==> src/power_mode_map.svh <==
// register offsets, field positions, reset values and timing counts for the
// low-power mode controller; included by the design file and the bench
`ifndef POWER_MODE_MAP_SVH
`define POWER_MODE_MAP_SVH

// register offsets (word index on the plain register port)
`define REG_MODE_CTRL 4'h0
`define REG_CLK_GATE 4'h1
`define REG_STANDBY_PULL 4'h2
`define REG_WAKE_CFG 4'h3
`define REG_CLK_MON 4'h4
`define REG_STATUS 4'h5
`define REG_WAKE_FLAGS 4'h6

// mode control fields
`define MODE_SEL_LO 0
`define MODE_SEL_HI 2
`define SRAM_RETAIN_BIT 3
`define CAL_KEEP_BIT 4
`define LP_RUN_BIT 5
`define CHARGE_EN_BIT 6
`define SLOW_OUT_EN_BIT 7
`define SLOW_OUT_SEL_BIT 8

// clock monitor fields
`define MON_EN_BIT 0
`define MON_IRQ_EN_BIT 1
`define MON_FAST_FAIL_BIT 2
`define MON_SLOW_FAIL_BIT 3

// clock gate fields
`define GATE_CORE_BIT 0
`define GATE_MEM_BIT 1

// wake configuration fields
`define WAKE_POL_BIT 0

// mode select encodings
`define SEL_SLEEP 3'h0
`define SEL_STOP0 3'h1
`define SEL_STOP1 3'h2
`define SEL_STANDBY 3'h3
`define SEL_SHUTDOWN 3'h4

// reset values
`define MODE_CTRL_RST 9'h000
`define CLK_GATE_RST 32'hffffffff
`define PULL_RST 32'h00000000
`define DEEP_KEEP_MASK 9'h018

// processor clock limit in low-power run
`define SYS_CLK_MHZ 250
`define LP_CPU_MHZ 2
`define LP_DIV_COUNT 8'h7d

`endif

==> src/power_mode_pkg.sv <==
// types for the low-power mode controller
// assumes power_mode_map.svh sits in the include path
package power_mode_pkg;

  // one-hot power mode states
  typedef enum logic [7:0] {
    ST_RUN = 8'h01,
    ST_SLEEP = 8'h02,
    ST_LP_RUN = 8'h04,
    ST_LP_SLEEP = 8'h08,
    ST_STOP0 = 8'h10,
    ST_STOP1 = 8'h20,
    ST_STANDBY = 8'h40,
    ST_SHUTDOWN = 8'h80
  } power_state_t;

  // power and oscillator enables driven to the analog side
  typedef struct packed {
    logic main_regulator_on;
    logic low_power_regulator_on;
    logic lpr_sram_only;
    logic pll_on;
    logic internal_fast_oscillator_on;
    logic external_fast_oscillator_on;
    logic internal_slow_oscillator_on;
    logic external_slow_oscillator_on;
    logic supply_on_off_reset_on;
    logic brownout_detection_on;
  } power_ctrl_t;

  // wake sources arriving from the rest of the chip
  typedef struct packed {
    logic ext_reset;
    logic watchdog_reset;
    logic wakeup_pin;
    logic cal_alarm;
    logic cal_periodic;
    logic cal_timestamp;
    logic cal_tamper;
    logic periph_irq;
  } wake_src_t;

endpackage

==> src/low_power_mode_controller.sv <==
// low-power mode controller: selects regulators, stops clocks and
// oscillators per mode, handles wake, reset pad control, backup supply
// switch, clock failure switchover and slow clock output.
// assumes all inputs synchronous to clk; analog blocks obey the enables.
//
// Decided for this implementation: the strobed register port and the address map.
`timescale 1ns/100ps
`include "power_mode_map.svh"

module low_power_mode_controller
  import power_mode_pkg::*;
(
  // clock and reset
  input wire logic clk,
  input wire logic rst_n,
  // register port
  input wire logic [3:0] reg_addr,
  input wire logic [31:0] reg_wdata,
  input wire logic reg_wr,
  input wire logic reg_rd,
  output logic [31:0] reg_rdata,
  // processor handshake
  input wire logic wait_instr,
  input wire logic internal_reset,
  input wire logic periph_fast_osc_req,
  // wake and supply inputs
  input wire wake_src_t wake_src,
  input wire logic main_supply_valid,
  input wire logic battery_valid,
  input wire logic fast_xtal_fail,
  input wire logic slow_xtal_fail,
  input wire logic slow_clk_in,
  // analog control outputs
  output power_ctrl_t power_ctrl,
  output logic [7:0] mode_onehot,
  output logic cpu_clk_en,
  output logic cpu_clk_slow_en,
  output logic core_clk_en,
  output logic [31:0] periph_clk_en,
  output logic mem_clk_en,
  output logic sram_retain,
  output logic regs_lost,
  output logic [31:0] pad_pull_up,
  output logic [31:0] pad_pull_down,
  output logic schmitt_en,
  output logic reset_pullup_en,
  output logic backup_on_main,
  output logic charge_en,
  output logic system_clock_on_internal,
  output logic clk_fail_irq,
  output logic slow_clock_output
);

  // two-stage release of the asynchronous reset
  logic rst_s1_ff;
  logic rst_s2_ff;
  always_ff @(posedge clk or negedge rst_n) begin
    if (!rst_n) begin
      rst_s1_ff <= 1'b0;
      rst_s2_ff <= 1'b0;
    end else begin
      rst_s1_ff <= 1'b1;
      rst_s2_ff <= rst_s1_ff;
    end
  end
  // every other process is reset by this released copy, not the pin
  wire logic srst_n = rst_s2_ff;

  // software registers
  logic [8:0] mode_ctrl_ff;
  logic [31:0] clk_gate_ff;
  logic [31:0] pull_ff;
  logic wake_pol_ff;
  logic [1:0] mon_ctrl_ff;
  logic fast_fail_ff;
  logic slow_fail_ff;
  logic [7:0] wake_flags_ff;
  power_state_t state_ff;
  power_state_t nxt_state;

  // address decode
  wire logic wr_mode = reg_wr && reg_addr == `REG_MODE_CTRL;
  wire logic wr_gate = reg_wr && reg_addr == `REG_CLK_GATE;
  wire logic wr_pull = reg_wr && reg_addr == `REG_STANDBY_PULL;
  wire logic wr_wake = reg_wr && reg_addr == `REG_WAKE_CFG;
  wire logic wr_mon = reg_wr && reg_addr == `REG_CLK_MON;
  wire logic wr_flags = reg_wr && reg_addr == `REG_WAKE_FLAGS;

  // field views
  wire logic [2:0] mode_sel = mode_ctrl_ff[`MODE_SEL_HI:`MODE_SEL_LO];
  wire logic retain_req = mode_ctrl_ff[`SRAM_RETAIN_BIT];
  wire logic cal_keep = mode_ctrl_ff[`CAL_KEEP_BIT];
  wire logic lp_run_req = mode_ctrl_ff[`LP_RUN_BIT];
  wire logic charge_req = mode_ctrl_ff[`CHARGE_EN_BIT];
  wire logic slow_out_req = mode_ctrl_ff[`SLOW_OUT_EN_BIT];
  // monitor and gate bits by name
  wire logic mon_en = mon_ctrl_ff[`MON_EN_BIT];
  wire logic mon_irq_en = mon_ctrl_ff[`MON_IRQ_EN_BIT];
  wire logic gate_core = clk_gate_ff[`GATE_CORE_BIT];
  wire logic gate_mem = clk_gate_ff[`GATE_MEM_BIT];

  // battery-only operation: main supply invalid while the battery is valid
  // in that state interrupts and calendar events cannot end a mode
  wire logic batt_only = !main_supply_valid && battery_valid;

  // wake pin edge of selectable polarity
  logic wake_pin_ff;
  wire logic wake_pin_edge = wake_pol_ff ?
    (wake_pin_ff && !wake_src.wakeup_pin) :
    (!wake_pin_ff && wake_src.wakeup_pin);

  // calendar events are only heard with the calendar keep bit set and outside battery-only operation
  wire logic cal_evt = !batt_only && cal_keep && (wake_src.cal_alarm ||
    wake_src.cal_periodic || wake_src.cal_timestamp ||
    wake_src.cal_tamper);
  wire logic irq_evt = !batt_only && wake_src.periph_irq;

  // exit causes per mode
  wire logic hard_exit = wake_src.ext_reset || wake_src.watchdog_reset ||
    wake_pin_edge || cal_evt;
  wire logic standby_exit = hard_exit || slow_xtal_fail;
  wire logic shutdown_exit = hard_exit;
  wire logic stop_exit = irq_evt || hard_exit;

  // mode transitions
  always_comb begin
    nxt_state = state_ff;
    unique case (state_ff)
      ST_RUN: begin
        if (wait_instr) begin
          // unused select codes fall back to plain sleep
          unique case (mode_sel)
            `SEL_STOP0: nxt_state = ST_STOP0;
            `SEL_STOP1: nxt_state = ST_STOP1;
            `SEL_STANDBY: nxt_state = ST_STANDBY;
            `SEL_SHUTDOWN: nxt_state = ST_SHUTDOWN;
            default: nxt_state = ST_SLEEP;
          endcase
        end else if (lp_run_req) begin
          nxt_state = ST_LP_RUN;
        end
      end
      ST_SLEEP: if (irq_evt || hard_exit) nxt_state = ST_RUN;
      ST_LP_RUN: begin
        if (wait_instr && mode_sel == `SEL_SLEEP) begin
          nxt_state = ST_LP_SLEEP;
        end else if (wait_instr) begin
          unique case (mode_sel)
            `SEL_STOP0: nxt_state = ST_STOP0;
            `SEL_STOP1: nxt_state = ST_STOP1;
            `SEL_STANDBY: nxt_state = ST_STANDBY;
            default: nxt_state = ST_SHUTDOWN;
          endcase
        end else if (!lp_run_req) begin
          nxt_state = ST_RUN;
        end
      end
      ST_LP_SLEEP: if (irq_evt || hard_exit) nxt_state = ST_LP_RUN;
      ST_STOP0: if (stop_exit) nxt_state = ST_RUN;
      ST_STOP1: if (stop_exit) nxt_state = ST_RUN;
      ST_STANDBY: if (standby_exit) nxt_state = ST_RUN;
      ST_SHUTDOWN: if (shutdown_exit) nxt_state = ST_RUN;
      default: nxt_state = ST_RUN;
    endcase
  end

  // leaving standby or shutdown is a reset of the core domain
  wire logic deep_exit = (state_ff == ST_STANDBY && standby_exit) ||
    (state_ff == ST_SHUTDOWN && shutdown_exit);
  wire logic deep_entry = nxt_state == ST_STANDBY ||
    nxt_state == ST_SHUTDOWN;

  // state register, run after reset
  always_ff @(posedge clk or negedge srst_n) begin
    if (!srst_n) state_ff <= ST_RUN;
    else state_ff <= nxt_state;
  end

  // mode register: cleared on standby or shutdown exit, retain and calendar keep bits kept
  always_ff @(posedge clk or negedge srst_n) begin
    if (!srst_n) mode_ctrl_ff <= `MODE_CTRL_RST;
    else if (deep_exit) mode_ctrl_ff <= mode_ctrl_ff & `DEEP_KEEP_MASK;
    else if (wr_mode) mode_ctrl_ff <= reg_wdata[8:0];
  end

  // clock gates and pad pulls
  always_ff @(posedge clk or negedge srst_n) begin
    if (!srst_n) begin
      clk_gate_ff <= `CLK_GATE_RST;
      pull_ff <= `PULL_RST;
      wake_pol_ff <= 1'b0;
      mon_ctrl_ff <= 2'h0;
    end else if (deep_exit) begin
      clk_gate_ff <= `CLK_GATE_RST;
      mon_ctrl_ff <= 2'h0;
    end else begin
      if (wr_gate) clk_gate_ff <= reg_wdata;
      if (wr_pull) pull_ff <= reg_wdata;
      if (wr_wake) wake_pol_ff <= reg_wdata[`WAKE_POL_BIT];
      if (wr_mon) mon_ctrl_ff <= reg_wdata[`MON_IRQ_EN_BIT:`MON_EN_BIT];
    end
  end

  // clock failure flags: set wins over a write-one clear
  always_ff @(posedge clk or negedge srst_n) begin
    if (!srst_n) begin
      fast_fail_ff <= 1'b0;
      slow_fail_ff <= 1'b0;
    end else begin
      fast_fail_ff <= (mon_en && fast_xtal_fail) || (fast_fail_ff &&
        !(wr_mon && reg_wdata[`MON_FAST_FAIL_BIT]));
      slow_fail_ff <= (mon_en && slow_xtal_fail) || (slow_fail_ff &&
        !(wr_mon && reg_wdata[`MON_SLOW_FAIL_BIT]));
    end
  end

  // wake cause flags, write-one to clear, set wins
  // flags latch only while asleep, so run-time events never look like wakes
  wire logic [7:0] wake_now = {slow_xtal_fail, wake_src.cal_tamper |
    wake_src.cal_timestamp, wake_src.cal_periodic, wake_src.cal_alarm,
    wake_pin_edge, wake_src.watchdog_reset, wake_src.ext_reset, irq_evt};
  wire logic [7:0] wake_set = (state_ff == ST_RUN || state_ff == ST_LP_RUN) ?
    8'h00 : wake_now;
  always_ff @(posedge clk or negedge srst_n) begin
    if (!srst_n) wake_flags_ff <= 8'h00;
    else wake_flags_ff <= wake_set |
      (wake_flags_ff & ~(wr_flags ? reg_wdata[7:0] : 8'h00));
  end

  // wake pin history
  always_ff @(posedge clk or negedge srst_n) begin
    if (!srst_n) wake_pin_ff <= 1'b0;
    else wake_pin_ff <= wake_src.wakeup_pin;
  end

  // processor clock divider for low-power run
  // free running: the first pulse after entry may come early, the rate holds
  logic [7:0] div_ff;
  wire logic div_tick = div_ff == `LP_DIV_COUNT - 8'h01;
  always_ff @(posedge clk or negedge srst_n) begin
    if (!srst_n) div_ff <= 8'h00;
    else div_ff <= div_tick ? 8'h00 : div_ff + 8'h01;
  end

  // reset window for pads: held low until the release settles
  // an internal reset or a deep exit reopens the window
  logic in_reset_ff;
  always_ff @(posedge clk or negedge srst_n) begin
    if (!srst_n) in_reset_ff <= 1'b1;
    else in_reset_ff <= deep_exit || internal_reset;
  end

  // state decodes
  wire logic st_stop = state_ff == ST_STOP0 || state_ff == ST_STOP1;
  wire logic st_deep = state_ff == ST_STANDBY || state_ff == ST_SHUTDOWN;
  wire logic st_lp = state_ff != ST_RUN;
  // core domain clocked: neither stop nor deep
  wire logic st_active = !st_stop && !st_deep;

  // power control for the current state, registered below
  power_ctrl_t nxt_pwr;
  always_comb begin
    nxt_pwr = '0;
    nxt_pwr.main_regulator_on = state_ff == ST_RUN ||
      state_ff == ST_SLEEP || state_ff == ST_STOP0;
    nxt_pwr.low_power_regulator_on = state_ff == ST_LP_RUN ||
      state_ff == ST_LP_SLEEP || st_stop ||
      (state_ff == ST_STANDBY && retain_req);
    nxt_pwr.lpr_sram_only = state_ff == ST_STANDBY && retain_req;
    nxt_pwr.pll_on = st_active;
    nxt_pwr.internal_fast_oscillator_on = st_active ||
      (st_stop && periph_fast_osc_req);
    nxt_pwr.external_fast_oscillator_on = st_active &&
      !fast_fail_ff;
    nxt_pwr.internal_slow_oscillator_on = state_ff != ST_SHUTDOWN;
    nxt_pwr.external_slow_oscillator_on = 1'b1;
    nxt_pwr.supply_on_off_reset_on = state_ff != ST_SHUTDOWN;
    nxt_pwr.brownout_detection_on = state_ff != ST_SHUTDOWN;
  end

  // registered outputs
  // every output is registered from the previous cycle's state and inputs, so they all move together
  // and no pin glitches while the next state settles
  always_ff @(posedge clk or negedge srst_n) begin
    if (!srst_n) begin
      power_ctrl <= '0;
      mode_onehot <= 8'h01;
      cpu_clk_en <= 1'b0;
      cpu_clk_slow_en <= 1'b0;
      core_clk_en <= 1'b0;
      periph_clk_en <= 32'h0;
      mem_clk_en <= 1'b0;
      sram_retain <= 1'b0;
      regs_lost <= 1'b0;
      pad_pull_up <= 32'h0;
      pad_pull_down <= 32'h0;
      schmitt_en <= 1'b0;
      reset_pullup_en <= 1'b1;
      backup_on_main <= 1'b0;
      charge_en <= 1'b0;
      system_clock_on_internal <= 1'b0;
      clk_fail_irq <= 1'b0;
      slow_clock_output <= 1'b0;
    end else begin
      power_ctrl <= nxt_pwr;
      mode_onehot <= state_ff;
      cpu_clk_en <= (state_ff == ST_RUN) ||
        (state_ff == ST_LP_RUN && div_tick);
      cpu_clk_slow_en <= state_ff == ST_LP_RUN;
      core_clk_en <= st_active && gate_core;
      periph_clk_en <= (st_stop || st_deep) ? 32'h0 :
        {clk_gate_ff[31:2], 2'b00};
      mem_clk_en <= st_active && gate_mem;
      sram_retain <= !st_deep || (state_ff == ST_STANDBY && retain_req);
      regs_lost <= st_deep;
      pad_pull_up <= state_ff == ST_STANDBY ? pull_ff : 32'h0;
      pad_pull_down <= state_ff == ST_STANDBY ? ~pull_ff : 32'h0;
      schmitt_en <= !in_reset_ff && !deep_exit;
      reset_pullup_en <= !internal_reset;
      backup_on_main <= main_supply_valid;
      charge_en <= main_supply_valid && charge_req;
      system_clock_on_internal <= fast_fail_ff;
      clk_fail_irq <= mon_irq_en && (fast_fail_ff || slow_fail_ff);
      slow_clock_output <= st_lp && !batt_only &&
        slow_out_req && slow_clk_in;
    end
  end

  // read mux, data stand one cycle after the strobe
  // unmapped indices read zero; status is read only
  logic [31:0] rd_mux;
  always_comb begin
    unique case (reg_addr)
      `REG_MODE_CTRL: rd_mux = {23'h0, mode_ctrl_ff};
      `REG_CLK_GATE: rd_mux = clk_gate_ff;
      `REG_STANDBY_PULL: rd_mux = pull_ff;
      `REG_WAKE_CFG: rd_mux = {31'h0, wake_pol_ff};
      `REG_CLK_MON: rd_mux = {28'h0, slow_fail_ff, fast_fail_ff, mon_ctrl_ff};
      `REG_STATUS: rd_mux = {22'h0, batt_only, main_supply_valid, state_ff};
      `REG_WAKE_FLAGS: rd_mux = {24'h0, wake_flags_ff};
      default: rd_mux = 32'h0;
    endcase
  end
  always_ff @(posedge clk or negedge srst_n) begin
    if (!srst_n) reg_rdata <= 32'h0;
    else reg_rdata <= reg_rd ? rd_mux : 32'h0;
  end

endmodule

==> config.mk <==
export PLATFORM = sky130hd
export DESIGN_NAME = low_power_mode_controller
export DESIGN_NICKNAME = d
export VERILOG_FILES = /design/src/power_mode_pkg.sv /design/src/low_power_mode_controller.sv
export VERILOG_INCLUDE_DIRS = /design/src /design/src/src
export SDC_FILE = /design/constraint.sdc
export NUM_CORES = 1
export LEC_CHECK = 0
export ABC_AREA = 1
export BUFFER_PORTS_ARGS = -buffer_cell sky130_fd_sc_hd__buf_2
export CORE_MARGIN = 2
export CORE_UTILIZATION = 54
export CTS_BUF_LIST = sky130_fd_sc_hd__clkbuf_16
export CTS_CLUSTER_DIAMETER = 40
export DETAILED_ROUTE_END_ITERATION = 8
export PLACE_DENSITY = 0.81
export SETUP_SLACK_MARGIN = 0.02
export SYNTH_ARGS = -nofsm -noshare
export SYNTH_HDL_FRONTEND = slang
export SYNTH_SLANG_ARGS = --single-unit
export TNS_END_PERCENT = 5
==> constraint.sdc <==
create_clock -name clk -period 10.5 [get_ports clk]
set_input_delay 0 -clock clk [delete_from_list [all_inputs] [get_ports clk]]
set_output_delay 0 -clock clk [all_outputs]
set_load 0.02 [all_outputs]
==> results of run 1 <==
[power groups by stage]
stage / clock network [mW] / logic (mW) / registers (mW)
after floorplan: 0 / 0.346 / 1.51
after global placement: 0 / 0.646 / 1.41
after detailed placement: 0 / 0.665 / 1.41
after CTS: 1.17 / 0.694 / 1.40
after global routing: 1.22 / 0.766 / 1.43
final: 1.16 / 0.694 / 1.41
[layout make-up]
type | count | area share (%)
Sequential cell | 261 | 50.3
Clock buffer | 37 | 7.08
Timing Repair Buffer | 276 | 12.9
Inverter | 138 | 3.96
Tap cell | 234 | 2.24
Clock inverter | 24 | 1.73
Multi-Input combinational cell | 584 | 21.7
[cells in the mapped netlist, drive strengths merged, types with 2 or more instances]
library cell / n / area, um^2
clkinv: 2 / 7.51
conb: 2 / 7.51
dfstp: 36 / 946
ha: 2 / 25.0
o211ai: 18 / 160
o21ai: 67 / 403
o22ai: 11 / 68.8
dfrtp: 225 / 5630
clkbuf: 9 / 33.8
buf: 32 / 219
nor2: 145 / 594
nand4: 6 / 37.5
nand2: 227 / 948
inv: 136 / 510
nand3: 53 / 280
a211oi: 4 / 30.0
a21oi: 30 / 150
nor3: 6 / 35.0
[logic make-up (layout without fill, tap and decap cells)]
| family | count (synthesis) | after routing |
|---|---|---|
| flip-flops | 261 | 261 |
| buffers and inverters | 179 | 475 |
| AO/OA/AOI/OAI | 137 | 137 |
| adder cells (fa/ha/maj) | 2 | 2 |
| other | 2 | 4 |
| XOR/XNOR | 1 | 1 |
| AND/OR/NAND/NOR | 440 | 440 |
[sequential cells by signal, summed over array words and instances, names as in the netlist, 2 cells and up]
| signal | flops |
|---|---|
| periph_clk_en | 30 |
| mon_ctrl_ff | 2 |
| pad_pull_down | 32 |
| mode_onehot | 8 |
| state_ff | 8 |
| pad_pull_up | 32 |
| div_ff | 8 |
| power_ctrl | 8 |
| clk_gate_ff | 32 |
| mode_ctrl_ff | 9 |
| pull_ff | 32 |
| wake_flags_ff | 8 |
| reg_rdata | 32 |
[critical path: stages]
cell and delay [ps]:
dlygate4sd3_1 540, buf_2 140, nor2_1 310, nand2_2 260, inv_2 520, nand2_2 840, o21ai_0 480, nand2_1 90
[placed cells by master (no fill, tap or decap), types with 2 or more instances in the layout]
master         synthesis  final
o211ai_2               5      5
o211ai_1              13     13
dfrtp_1              225    224
a21oi_1               30     30
buf_4                  6      5
dlygate4sd3_1          0     59
inv_2                  7      7
inv_8                  0      2
o22ai_1               11     11
nand2_1              198    198
inv_6                  0      2
clkinv_2               0      2
nand3_1               50     50
nand4_1                6      6
nor2_2                 2      2
clkbuf_16              0     37
a211oi_1               4      4
nand2_4                2      2
o21ai_0               48     48
nor2_4                 6      6
ha_1                   2      2
nand3_2                3      3
clkinv_4               0      3
clkinv_1               2      6
nor2_1               137    137
bufinv_16              0      3
nand2_2               26     26
dfstp_2               36     36
conb_1                 2      4
inv_1                129    133
clkinvlp_4             0      4
nor3_1                 5      5
o21ai_2               18     18
buf_2                 19    212
[metal layers]
layer  GRT usage (%)  up-vias  part of all wire (%)
li1                -     3735                     -
met1            35.3     3990                    41
met2            44.1      350                    49
met3            5.94       65                   6.8
met4            9.47        0                   2.9
met5               0        -                     0
[worst max path at each step]
stage | to | slack, ps | depth (start not counted)
2_1_floorplan | backup_on_main$_DFF_PN0_ | 2750 | 0
3_3_place_gp | periph_clk_en[28]$_DFF_PN0_ | 7770 | 2
3_5_place_dp | pad_pull_up[28]$_DFF_PN0_ | 7720 | 2
4_1_cts | pad_pull_down[1]$_DFF_PN0_ | 7690 | 2
5_1_grt | periph_clk_en[29]$_DFF_PN0_ | 7370 | 2
6_report | clk_gate_ff[7]$_DFFE_PN1P_ | 7680 | 8
[what timing repair did]
| action | 4_1_cts | 5_1_grt |
|---|---|---|
| setup endpoints to repair | 0 | 0 |
| endpoints found under the hold margin | 102 | 0 |
| hold buffers | 59 | 0 |
[metrics by stage]
stage | instance area [um^2] | hold slack (ps) | instances | utilization (%) | power [mW]
after floorplan | 10200 | -296 | 1024 | - | 1.86
after global placement | 11300 | -207 | 1434 | 61.0 | 2.06
after detailed placement | 11300 | -210 | 1434 | 61.0 | 2.08
after CTS | 13100 | 15.8 | 1554 | 70.3 | 3.27
after global routing | 13100 | 84.9 | 1554 | 70.3 | 3.42
final | 13100 | 48.7 | 1554 | 70.3 | 3.26
==> results.sh, run 1 <==
export IMPL_clk_pin_slew_ps=60
export IMPL_io_pins=215
export IMPL_cts_tree="done"
export IMPL_drc=0
export IMPL_setup_viol=0
export IMPL_comb_power_share_pct=21.3
export IMPL_net_switching_power_mw=1.04
export IMPL_antenna_found_initial=0
export IMPL_drv_slew=0
export IMPL_async_flop_share_pct=100
export IMPL_ir_worst_vdd_v=0.000160
export IMPL_synthAdderAreaFrac_pct=0.246
export IMPL_worstSkewPairLatency_ps=500
export IMPL_synth_edf_count=0
export IMPL_htree_levels=2
export IMPL_syn2layout_area_growth_pct=28.4
export IMPL_antenna_cells=0
export IMPL_hpwl_um=16600
export IMPL_regArea_mm2=0.00658
export IMPL_hold_violations=0
export IMPL_place_ws_ps=7720
export IMPL_r2r_end="div_ff[3]$_DFF_PN0_"
export IMPL_crit_type="in -> reg"
export IMPL_vias=8140
export IMPL_path_max_fanout=63
export IMPL_nFillCells=1299
export IMPL_synth_cell_area_mm2=0.0102
export IMPL_numClockSinks=261
export IMPL_reg2reg_depth=2
export IMPL_cap_viol_max_count=0
export IMPL_min_path_cells=6
export IMPL_rsz0062_at_grt="no"
export IMPL_pwr_density_cell_mw_per_mm2=249
export IMPL_arrival_ps=3210
export IMPL_fmax_mhz=355
export IMPL_worst_pin_slew_ps=1220
export IMPL_grt_max_degree=83
export IMPL_timing_rr_start="rst_s2_ff$_DFF_PN0_"
export IMPL_min_from="reg_addr[2]"
export IMPL_pwr_share_clk_pct=35.5
export IMPL_ys_seq_area_share_pct=64.6
export IMPL_switching_share_pct=31.9
export IMPL_initial_utilization_pct=54.8
export IMPL_setup_ws_ps=7680
export IMPL_cp_required_ps=10890
export IMPL_ys_types=42
export IMPL_r2r_slack_ps=7800
export IMPL_maxSlewHeadroom_pct=18.6
export IMPL_synth_top_family_by_area="simple AND/OR/NAND/NOR gates"
export IMPL_cts_buffers=34
export IMPL_status="finished clean"
export IMPL_die_w_um=141
export IMPL_vias_per_cell=5.24
export IMPL_clockRootBuffer="clkbuf_16"
export IMPL_synth_avg_cell_area_um2=9.96
export IMPL_worstHoldEndpoint="wake_pol_ff$_DFFE_PN0P_"
export IMPL_nNetsFinal=1353
export IMPL_synthMuxAreaShare_pct=0
export IMPL_skew_ps=20.9
export IMPL_die_y_um=141
export IMPL_synth_compound_area_share_pct=8.56
export IMPL_yosys_area_share_simple_pct=18.8
export IMPL_initialDrtViolationCount=625
export IMPL_clockBufferDepth=3
export IMPL_grt_overflow_total=0
export IMPL_ys_warnings_count=0
export IMPL_cts_resized=0
export IMPL_rows=50
export IMPL_p_int_mw=2.22
export IMPL_finalCritPeriodShare_pct=26.8
export IMPL_period_needed_ps=2820
export IMPL_power_frac_seq_pct=43.2
export IMPL_multi_input_area_mm2=0.00284
export IMPL_synth_cells=1022
export IMPL_setup_tns_ps=0
export IMPL_core_area_mm2=0.0186
export IMPL_grt_pass1_wl_um=41800
export IMPL_wl_per_cell_um=17.1
export IMPL_place_gp_congestion=0.936
export IMPL_cts_setup_buffers=0
export IMPL_die_area_mm2=0.0200
export IMPL_p_leak_nw=6.92
export IMPL_synth_xor_area_share_pct=0.0861
export IMPL_port_buffers=212
export IMPL_endpoint_kind="register"
export IMPL_hp_class="in -> reg"
export IMPL_synth_seq_cells=261
export IMPL_layout_drive_gt1_share_pct=28.6
export IMPL_first_pass_iters=5
export IMPL_grt_pass1_vias=8012
export IMPL_track_usage_pct=26.7
export IMPL_ant_nets=0
export IMPL_startpoint="reg_addr[3]"
export IMPL_start_kind="input pin"
export IMPL_wl_um=26600
export IMPL_synthFlopType="dfrtp_1"
Note: power is estimated with default switching activity, not from simulation.
==> run 2: changes to the inputs <==
Clock period 10.5 ns to 2.8 ns, I/O delays scaled along.
==> results.sh, run 2 (synthesized netlist as in run 1, its figures left out) <==
export IMPL_fmax_mhz=429
export IMPL_cts_tree="done"
export IMPL_place_ws_ps=643
export IMPL_multi_input_area_mm2=0.00284
export IMPL_antenna_cells=0
export IMPL_die_area_mm2=0.0200
export IMPL_start_kind="register"
export IMPL_initial_utilization_pct=54.8
export IMPL_layout_drive_gt1_share_pct=28.9
export IMPL_port_buffers=212
export IMPL_core_area_mm2=0.0186
export IMPL_setup_viol=0
export IMPL_io_pins=215
export IMPL_grt_max_degree=72
export IMPL_min_path_cells=6
export IMPL_arrival_ps=2750
export IMPL_hpwl_um=17300
export IMPL_finalNonFillerCells=1563
export IMPL_r2r_slack_ps=470
export IMPL_antenna_found_initial=0
export IMPL_grt_busiest_layer="met2"
export IMPL_rsz0062_at_grt="no"
export IMPL_drv_slew=0
export IMPL_clockRootBuffer="clkbuf_16"
export IMPL_reg2reg_depth=7
export IMPL_wl_um=26300
export IMPL_hp_class="in -> reg"
export IMPL_crit_type="reg -> reg"
export IMPL_regArea_mm2=0.00658
export IMPL_maxSlewHeadroom_pct=53.0
export IMPL_grt_pass1_vias=8018
export IMPL_grt_overflow_total=0
export IMPL_nFillCells=1342
export IMPL_grt_pass1_wl_um=41600
export IMPL_worstSkewPairLatency_ps=540
export IMPL_finalCritPeriodShare_pct=83.3
export IMPL_r2r_end="wake_flags_ff[6]$_DFF_PN0_"
export IMPL_first_pass_iters=5
export IMPL_skew_ps=8.24
export IMPL_cts_resized=0
export IMPL_path_max_fanout=11
export IMPL_period_needed_ps=2330
export IMPL_place_gp_congestion=0.973
export IMPL_hold_violations=0
export IMPL_worst_pin_slew_ps=705
export IMPL_p_leak_nw=6.93
export IMPL_dpl_instance_area_mm2=0.0114
export IMPL_cap_viol_max_count=0
export IMPL_htree_levels=1
export IMPL_vias=8068
export IMPL_final_cell_mix="dfrtp_1 (224), buf_2 (212), nand2_1 (198), nor2_1 (137), inv_1 (133)"
export IMPL_pwr_density_cell_mw_per_mm2=906
export IMPL_min_from="battery_valid"
export IMPL_grt_util_met2_pct=44.3
export IMPL_status="finished clean"
export IMPL_vias_per_cell=5.16
export IMPL_wl_per_cell_um=16.9
export IMPL_power_mw=11.9
export IMPL_finalInstanceArea_mm2=0.0131
export IMPL_dp_cells=1444
export IMPL_clockBufferDepth=3
export IMPL_clk_pin_slew_ps=60
export IMPL_track_usage_pct=26.5
export IMPL_worstHoldEndpoint="slow_clock_output$_DFF_PN0_"
export IMPL_ant_nets=0
export IMPL_hold_ws_ps=17.5
export IMPL_final_util_pct=70.4
export IMPL_die_y_um=141
export IMPL_die_w_um=141
export IMPL_drc=0
export IMPL_global_route_usage_met1_pct=35.7
export IMPL_setup_tns_ps=0
export IMPL_setup_ws_ps=467
export IMPL_nNetsFinal=1363
export IMPL_ir_worst_vdd_v=0.000758
export IMPL_timing_rr_start="state_ff[6]$_DFFE_PN0P_"
export IMPL_rows=50
export IMPL_cp_required_ps=3220
export IMPL_cts_buffers=30
export IMPL_layout_commonest_cell="dfrtp_1"
export IMPL_endpoint_kind="register"
export IMPL_initialDrtViolationCount=542
export IMPL_syn2layout_area_growth_pct=28.6
export IMPL_numClockSinks=261
export IMPL_grt_use_met3_pct=4.15
[run 2: cell count changes in the layout (fill, tap and decap cells not counted), sizes merged]
cell	before	now
clkbuf	37	31
buf	217	227
dlygate4sd3	59	63
clkinvlp	4	3
inv	144	146
[run 2: cell type report]
type                       instances  area share, %
tap                              234           2.24
inverter                         138           3.96
clock inverter                    25           1.85
sequential                       261           50.3
clock buffer                      31           5.93
multi-input combinational        584           21.7
timing repair buffer             290           14.1
[run 2: layer usage]
layer | vias up | wire length [um]
met1 | 3892 | 10800
met2 | 353 | 13100
met5 | - | 0
met4 | 0 | 779
li1 | 3765 | -
met3 | 58 | 1720
[run 2: what timing repair did]
action | CTS | global route
hold buffers | 63 | 0
endpoints found under the setup margin | 0 | 0
setup buffers | 0 | 0
hold endpoints to repair | 103 | 0
[run 2: power by group]
part           switching (mW)  internal (mW)
Combinational            1.75          0.915
Sequential              0.536           4.74
Clock                    1.59           2.32
Total                    3.88           7.97
[run 2: worst max-delay path, cell delays in order (launching register included)]
cell	delay, ps
dfrtp_1	450
nor2_1	180
nand2_2	120
nor2_2	330
nor2_1	130
inv_1	290
o21ai_0	140
dlygate4sd3_1	580
[run 2: how the worst max path moves through the flow]
stage | startpoint | end | slack, ps | cells past startpoint
5_1_grt | state_ff[5]$_DFFE_PN0P_ | wake_flags_ff[6]$_DFF_PN0_ | 350 | 7
6_report | state_ff[6]$_DFFE_PN0P_ | wake_flags_ff[6]$_DFF_PN0_ | 470 | 7
4_1_cts | state_ff[5]$_DFFE_PN0P_ | wake_flags_ff[2]$_DFF_PN0_ | 560 | 7
2_1_floorplan | rst_s2_ff$_DFF_PN0_ | backup_on_main$_DFF_PN0_ | 200 | 0
3_3_place_gp | state_ff[0]$_DFFE_PN1P_ | pull_ff[0]$_DFFE_PN0P_ | 730 | 9
3_5_place_dp | state_ff[0]$_DFFE_PN1P_ | pull_ff[1]$_DFFE_PN0P_ | 640 | 9
==> run 3: changes to the inputs <==
Settings changed: ABC_AREA 1 to 0, CORE_UTILIZATION 54 to 49, PLACE_DENSITY 0.81 to 0.78.
Clock period 2.8 ns to 1.97 ns, I/O delays scaled along.
==> results.sh, run 3 <==
export IMPL_status="complete, but fails checks"
export IMPL_violations="negative setup slack"
export IMPL_layout_drive_gt1_share_pct=34.2
export IMPL_p_int_mw=11.7
export IMPL_cp_slowest_cell="dlygate4sd3_1"
export IMPL_setup_tns_ps=-131
export IMPL_crit_family="buffers and inverters"
export IMPL_core_area_mm2=0.0202
export IMPL_grt_pass1_wl_um=41100
export IMPL_initialDrtViolationCount=457
export IMPL_synth_top_area_share_pct=56.1
export IMPL_hold_violations=0
export IMPL_p_leak_nw=6.67
export IMPL_cap_viol_max_count=0
export IMPL_setup_ws_ps=-26.6
export IMPL_first_pass_iters=7
export IMPL_path_max_fanout=21
export IMPL_switching_share_pct=31.5
export IMPL_wl_um=26100
export IMPL_power_mw=17.1
export IMPL_syn2layout_area_growth_pct=32.0
export IMPL_finalCritPeriodShare_pct=101
export IMPL_hold_ws_ps=22.7
export IMPL_nFillCells=1508
export IMPL_cp_required_ps=2410
export IMPL_arrival_ps=2430
export IMPL_synth_most_common_cell="dfrtp_1"
export IMPL_r2r_slack_ps=-10
export IMPL_nNetsFinal=1191
export IMPL_clockBufferDepth=3
export IMPL_async_flop_share_pct=100
export IMPL_yosysTopAreaCell="dfrtp_1"
export IMPL_path_cells="dlygate4sd3_1, buf_2, or4_4, a311oi_4, a31oi_4, nor2_8, buf_12, mux2_2"
export IMPL_synth_cells=833
export IMPL_drv_slew=0
export IMPL_ys_types=61
export IMPL_synth_seq_cells=261
export IMPL_clockRootBuffer="clkbuf_16"
export IMPL_timing_rr_start="state_ff[3]$_DFFE_PN0P_"
export IMPL_wl_per_cell_um=18.3
export IMPL_ant_nets=0
export IMPL_crit_type="in -> reg"
export IMPL_synth_edf_count=0
export IMPL_vias=7480
export IMPL_cp_num_buf_inv=3
export IMPL_vias_per_cell=5.24
export IMPL_startpoint="wake_src[1]"
export IMPL_antenna_cells=0
export IMPL_regArea_mm2=0.00658
export IMPL_skew_ps=13.4
export IMPL_initial_utilization_pct=49.8
export IMPL_start_kind="input pin"
export IMPL_place_ws_ps=-116
export IMPL_grt_pass1_vias=7543
export IMPL_drc=0
export IMPL_slowest_delay_ps=550
export IMPL_clk_pin_slew_ps=60
export IMPL_synth_avg_cell_area_um2=12.1
export IMPL_reg2reg_depth=6
export IMPL_antenna_found_initial=0
export IMPL_port_buffers=212
export IMPL_setup_viol=17
export IMPL_r2r_end="pull_ff[25]$_DFFE_PN0P_"
export IMPL_comb_power_share_pct=22.8
export IMPL_fmax_mhz=501
export IMPL_endpoint="pull_ff[31]$_DFFE_PN0P_"
export IMPL_worst_pin_slew_ps=518
export IMPL_hpwl_um=17500
export IMPL_synth_area_leaders="dfrtp_1 (56%), dfstp_2 (9.4%), mux2_4 (4.5%), nand2_1 (4.4%), nor2_1 (3.0%)"
export IMPL_maxSlewHeadroom_pct=65.2
export IMPL_final_util_pct=65.7
export IMPL_die_w_um=147
export IMPL_layout_commonest_cell="dfrtp_1"
export IMPL_synthFlopType="dfrtp_1"
export IMPL_die_y_um=147
export IMPL_io_pins=215
export IMPL_rsz0062_at_grt="yes"
export IMPL_place_gp_congestion=0.893
export IMPL_cts_buffers=30
export IMPL_pwr_share_clk_pct=32.5
export IMPL_die_area_mm2=0.0216
export IMPL_hp_class="in -> reg"
export IMPL_cts_tree="done"
export IMPL_worstSkewPairLatency_ps=560
export IMPL_period_needed_ps=2000
export IMPL_numClockSinks=261
export IMPL_grt_overflow_total=0
export IMPL_rows=52
export IMPL_multi_input_area_mm2=0.00319
export IMPL_power_frac_seq_pct=44.7
export IMPL_ir_worst_vdd_v=0.000645
export IMPL_ys_seq_area_share_pct=65.5
export IMPL_critical_path_depth=8
export IMPL_ys_warnings_count=0
export IMPL_synth_commonest_cells="dfrtp_1 (225), nand2_1 (117), nor2_1 (81)"
export IMPL_grt_max_degree=67
export IMPL_track_usage_pct=24.1
export IMPL_net_switching_power_mw=5.37
export IMPL_final_cell_mix="dfrtp_1 (224), buf_2 (212), nand2_1 (117), nor2_1 (81), dlygate4sd3_1 (53)"
export IMPL_endpoint_kind="register"
export IMPL_pwr_density_cell_mw_per_mm2=1290
export IMPL_htree_levels=1
export IMPL_synth_cell_area_mm2=0.0100
-- run 3: cell types whose count changed after synthesis, moves of 18 or more --
| cell | before | now |
|---|---|---|
| a22oi_1 | 0 | 36 |
| and2_1 | 0 | 35 |
| o21ai_0 | 48 | 10 |
| nand2_2 | 26 | 0 |
| mux2_4 | 0 | 30 |
| o21ai_2 | 18 | 0 |
| nand2_1 | 198 | 117 |
| clkbuf_1 | 9 | 37 |
| inv_1 | 129 | 13 |
| nor2_1 | 137 | 81 |
| nor2b_1 | 0 | 36 |
-- run 3: power groups by stage --
stage               Combinational (mW)  Sequential (mW)  Clock [mW]
floorplan                         1.75             8.05           0
global placement                  3.67             7.63           0
detailed placement                3.76             7.68           0
CTS                               3.88             7.61        5.62
global route                      4.23             7.75        5.90
finish                            3.89             7.63        5.54
-- run 3: final cells by class --
class / instances / area share [%]
timing repair buffer: 317 / 15.7
inverter: 13 / 0.368
clock inverter: 26 / 1.95
tap: 270 / 2.55
multi-input combinational: 510 / 24.1
sequential: 261 / 49.6
clock buffer: 30 / 5.66
-- run 3: kinds of logic after synthesis --
group | share of synthesized area (%)
DFF | 65.5
and+or+nand+nor | 17.1
muxes | 5.35
other | 0.0748
xor gates and xnor gates | 0.785
AOI/OAI and AO/OA | 7.85
adders and majority gates | 0.249
buffers and inverters | 3.09
-- run 3: layer usage --
metal	track usage, %	vias up	wire [um]
met5	0	-	0
met1	33.1	3730	10900
met4	8.03	0	680
li1	-	3411	-
met2	39.6	295	12800
met3	4.13	44	1720
-- run 3: worst reg2reg max path: cells and delay by family, from the launching register on --
kind	cells	cell delay, ps
AND/OR/NAND/NOR	3	630
AO/OA/AOI/OAI	1	330
multiplexers	1	340
flip-flops	1	410
buffers and inverters	1	170
-- run 3: metrics by stage --
stage | area [um^2] | instances
detailed placement | 11700 | 1318
global route | 13300 | 1427
CTS | 13200 | 1427
floorplan | 10000 | 835
finish | 13300 | 1427
global placement | 11700 | 1318
-- run 3: how the worst min path moves through the flow --
stage                     slack [ps]        start                       to  depth (start not counted)
after global routing              40  reg_addr[0]  wake_pol_ff$_DFFE_PN0P_                          4
final                             20  reg_addr[0]  wake_pol_ff$_DFFE_PN0P_                          4
after global placement          -210        rst_n      rst_s1_ff$_DFF_PN0_                          1
after CTS                          6  reg_addr[0]  wake_pol_ff$_DFFE_PN0P_                          4
after detailed placement        -210        rst_n      rst_s1_ff$_DFF_PN0_                          1
after floorplan                 -300        rst_n      rst_s1_ff$_DFF_PN0_                          0
-- run 3: timing repair --
action	in CTS	in global routing
hold buffers	53	0
endpoints found under the hold margin	102	0
buffers inserted	0	0
pin swaps	2	1
gates resized for setup	3	5
endpoints found under the setup margin	35	45
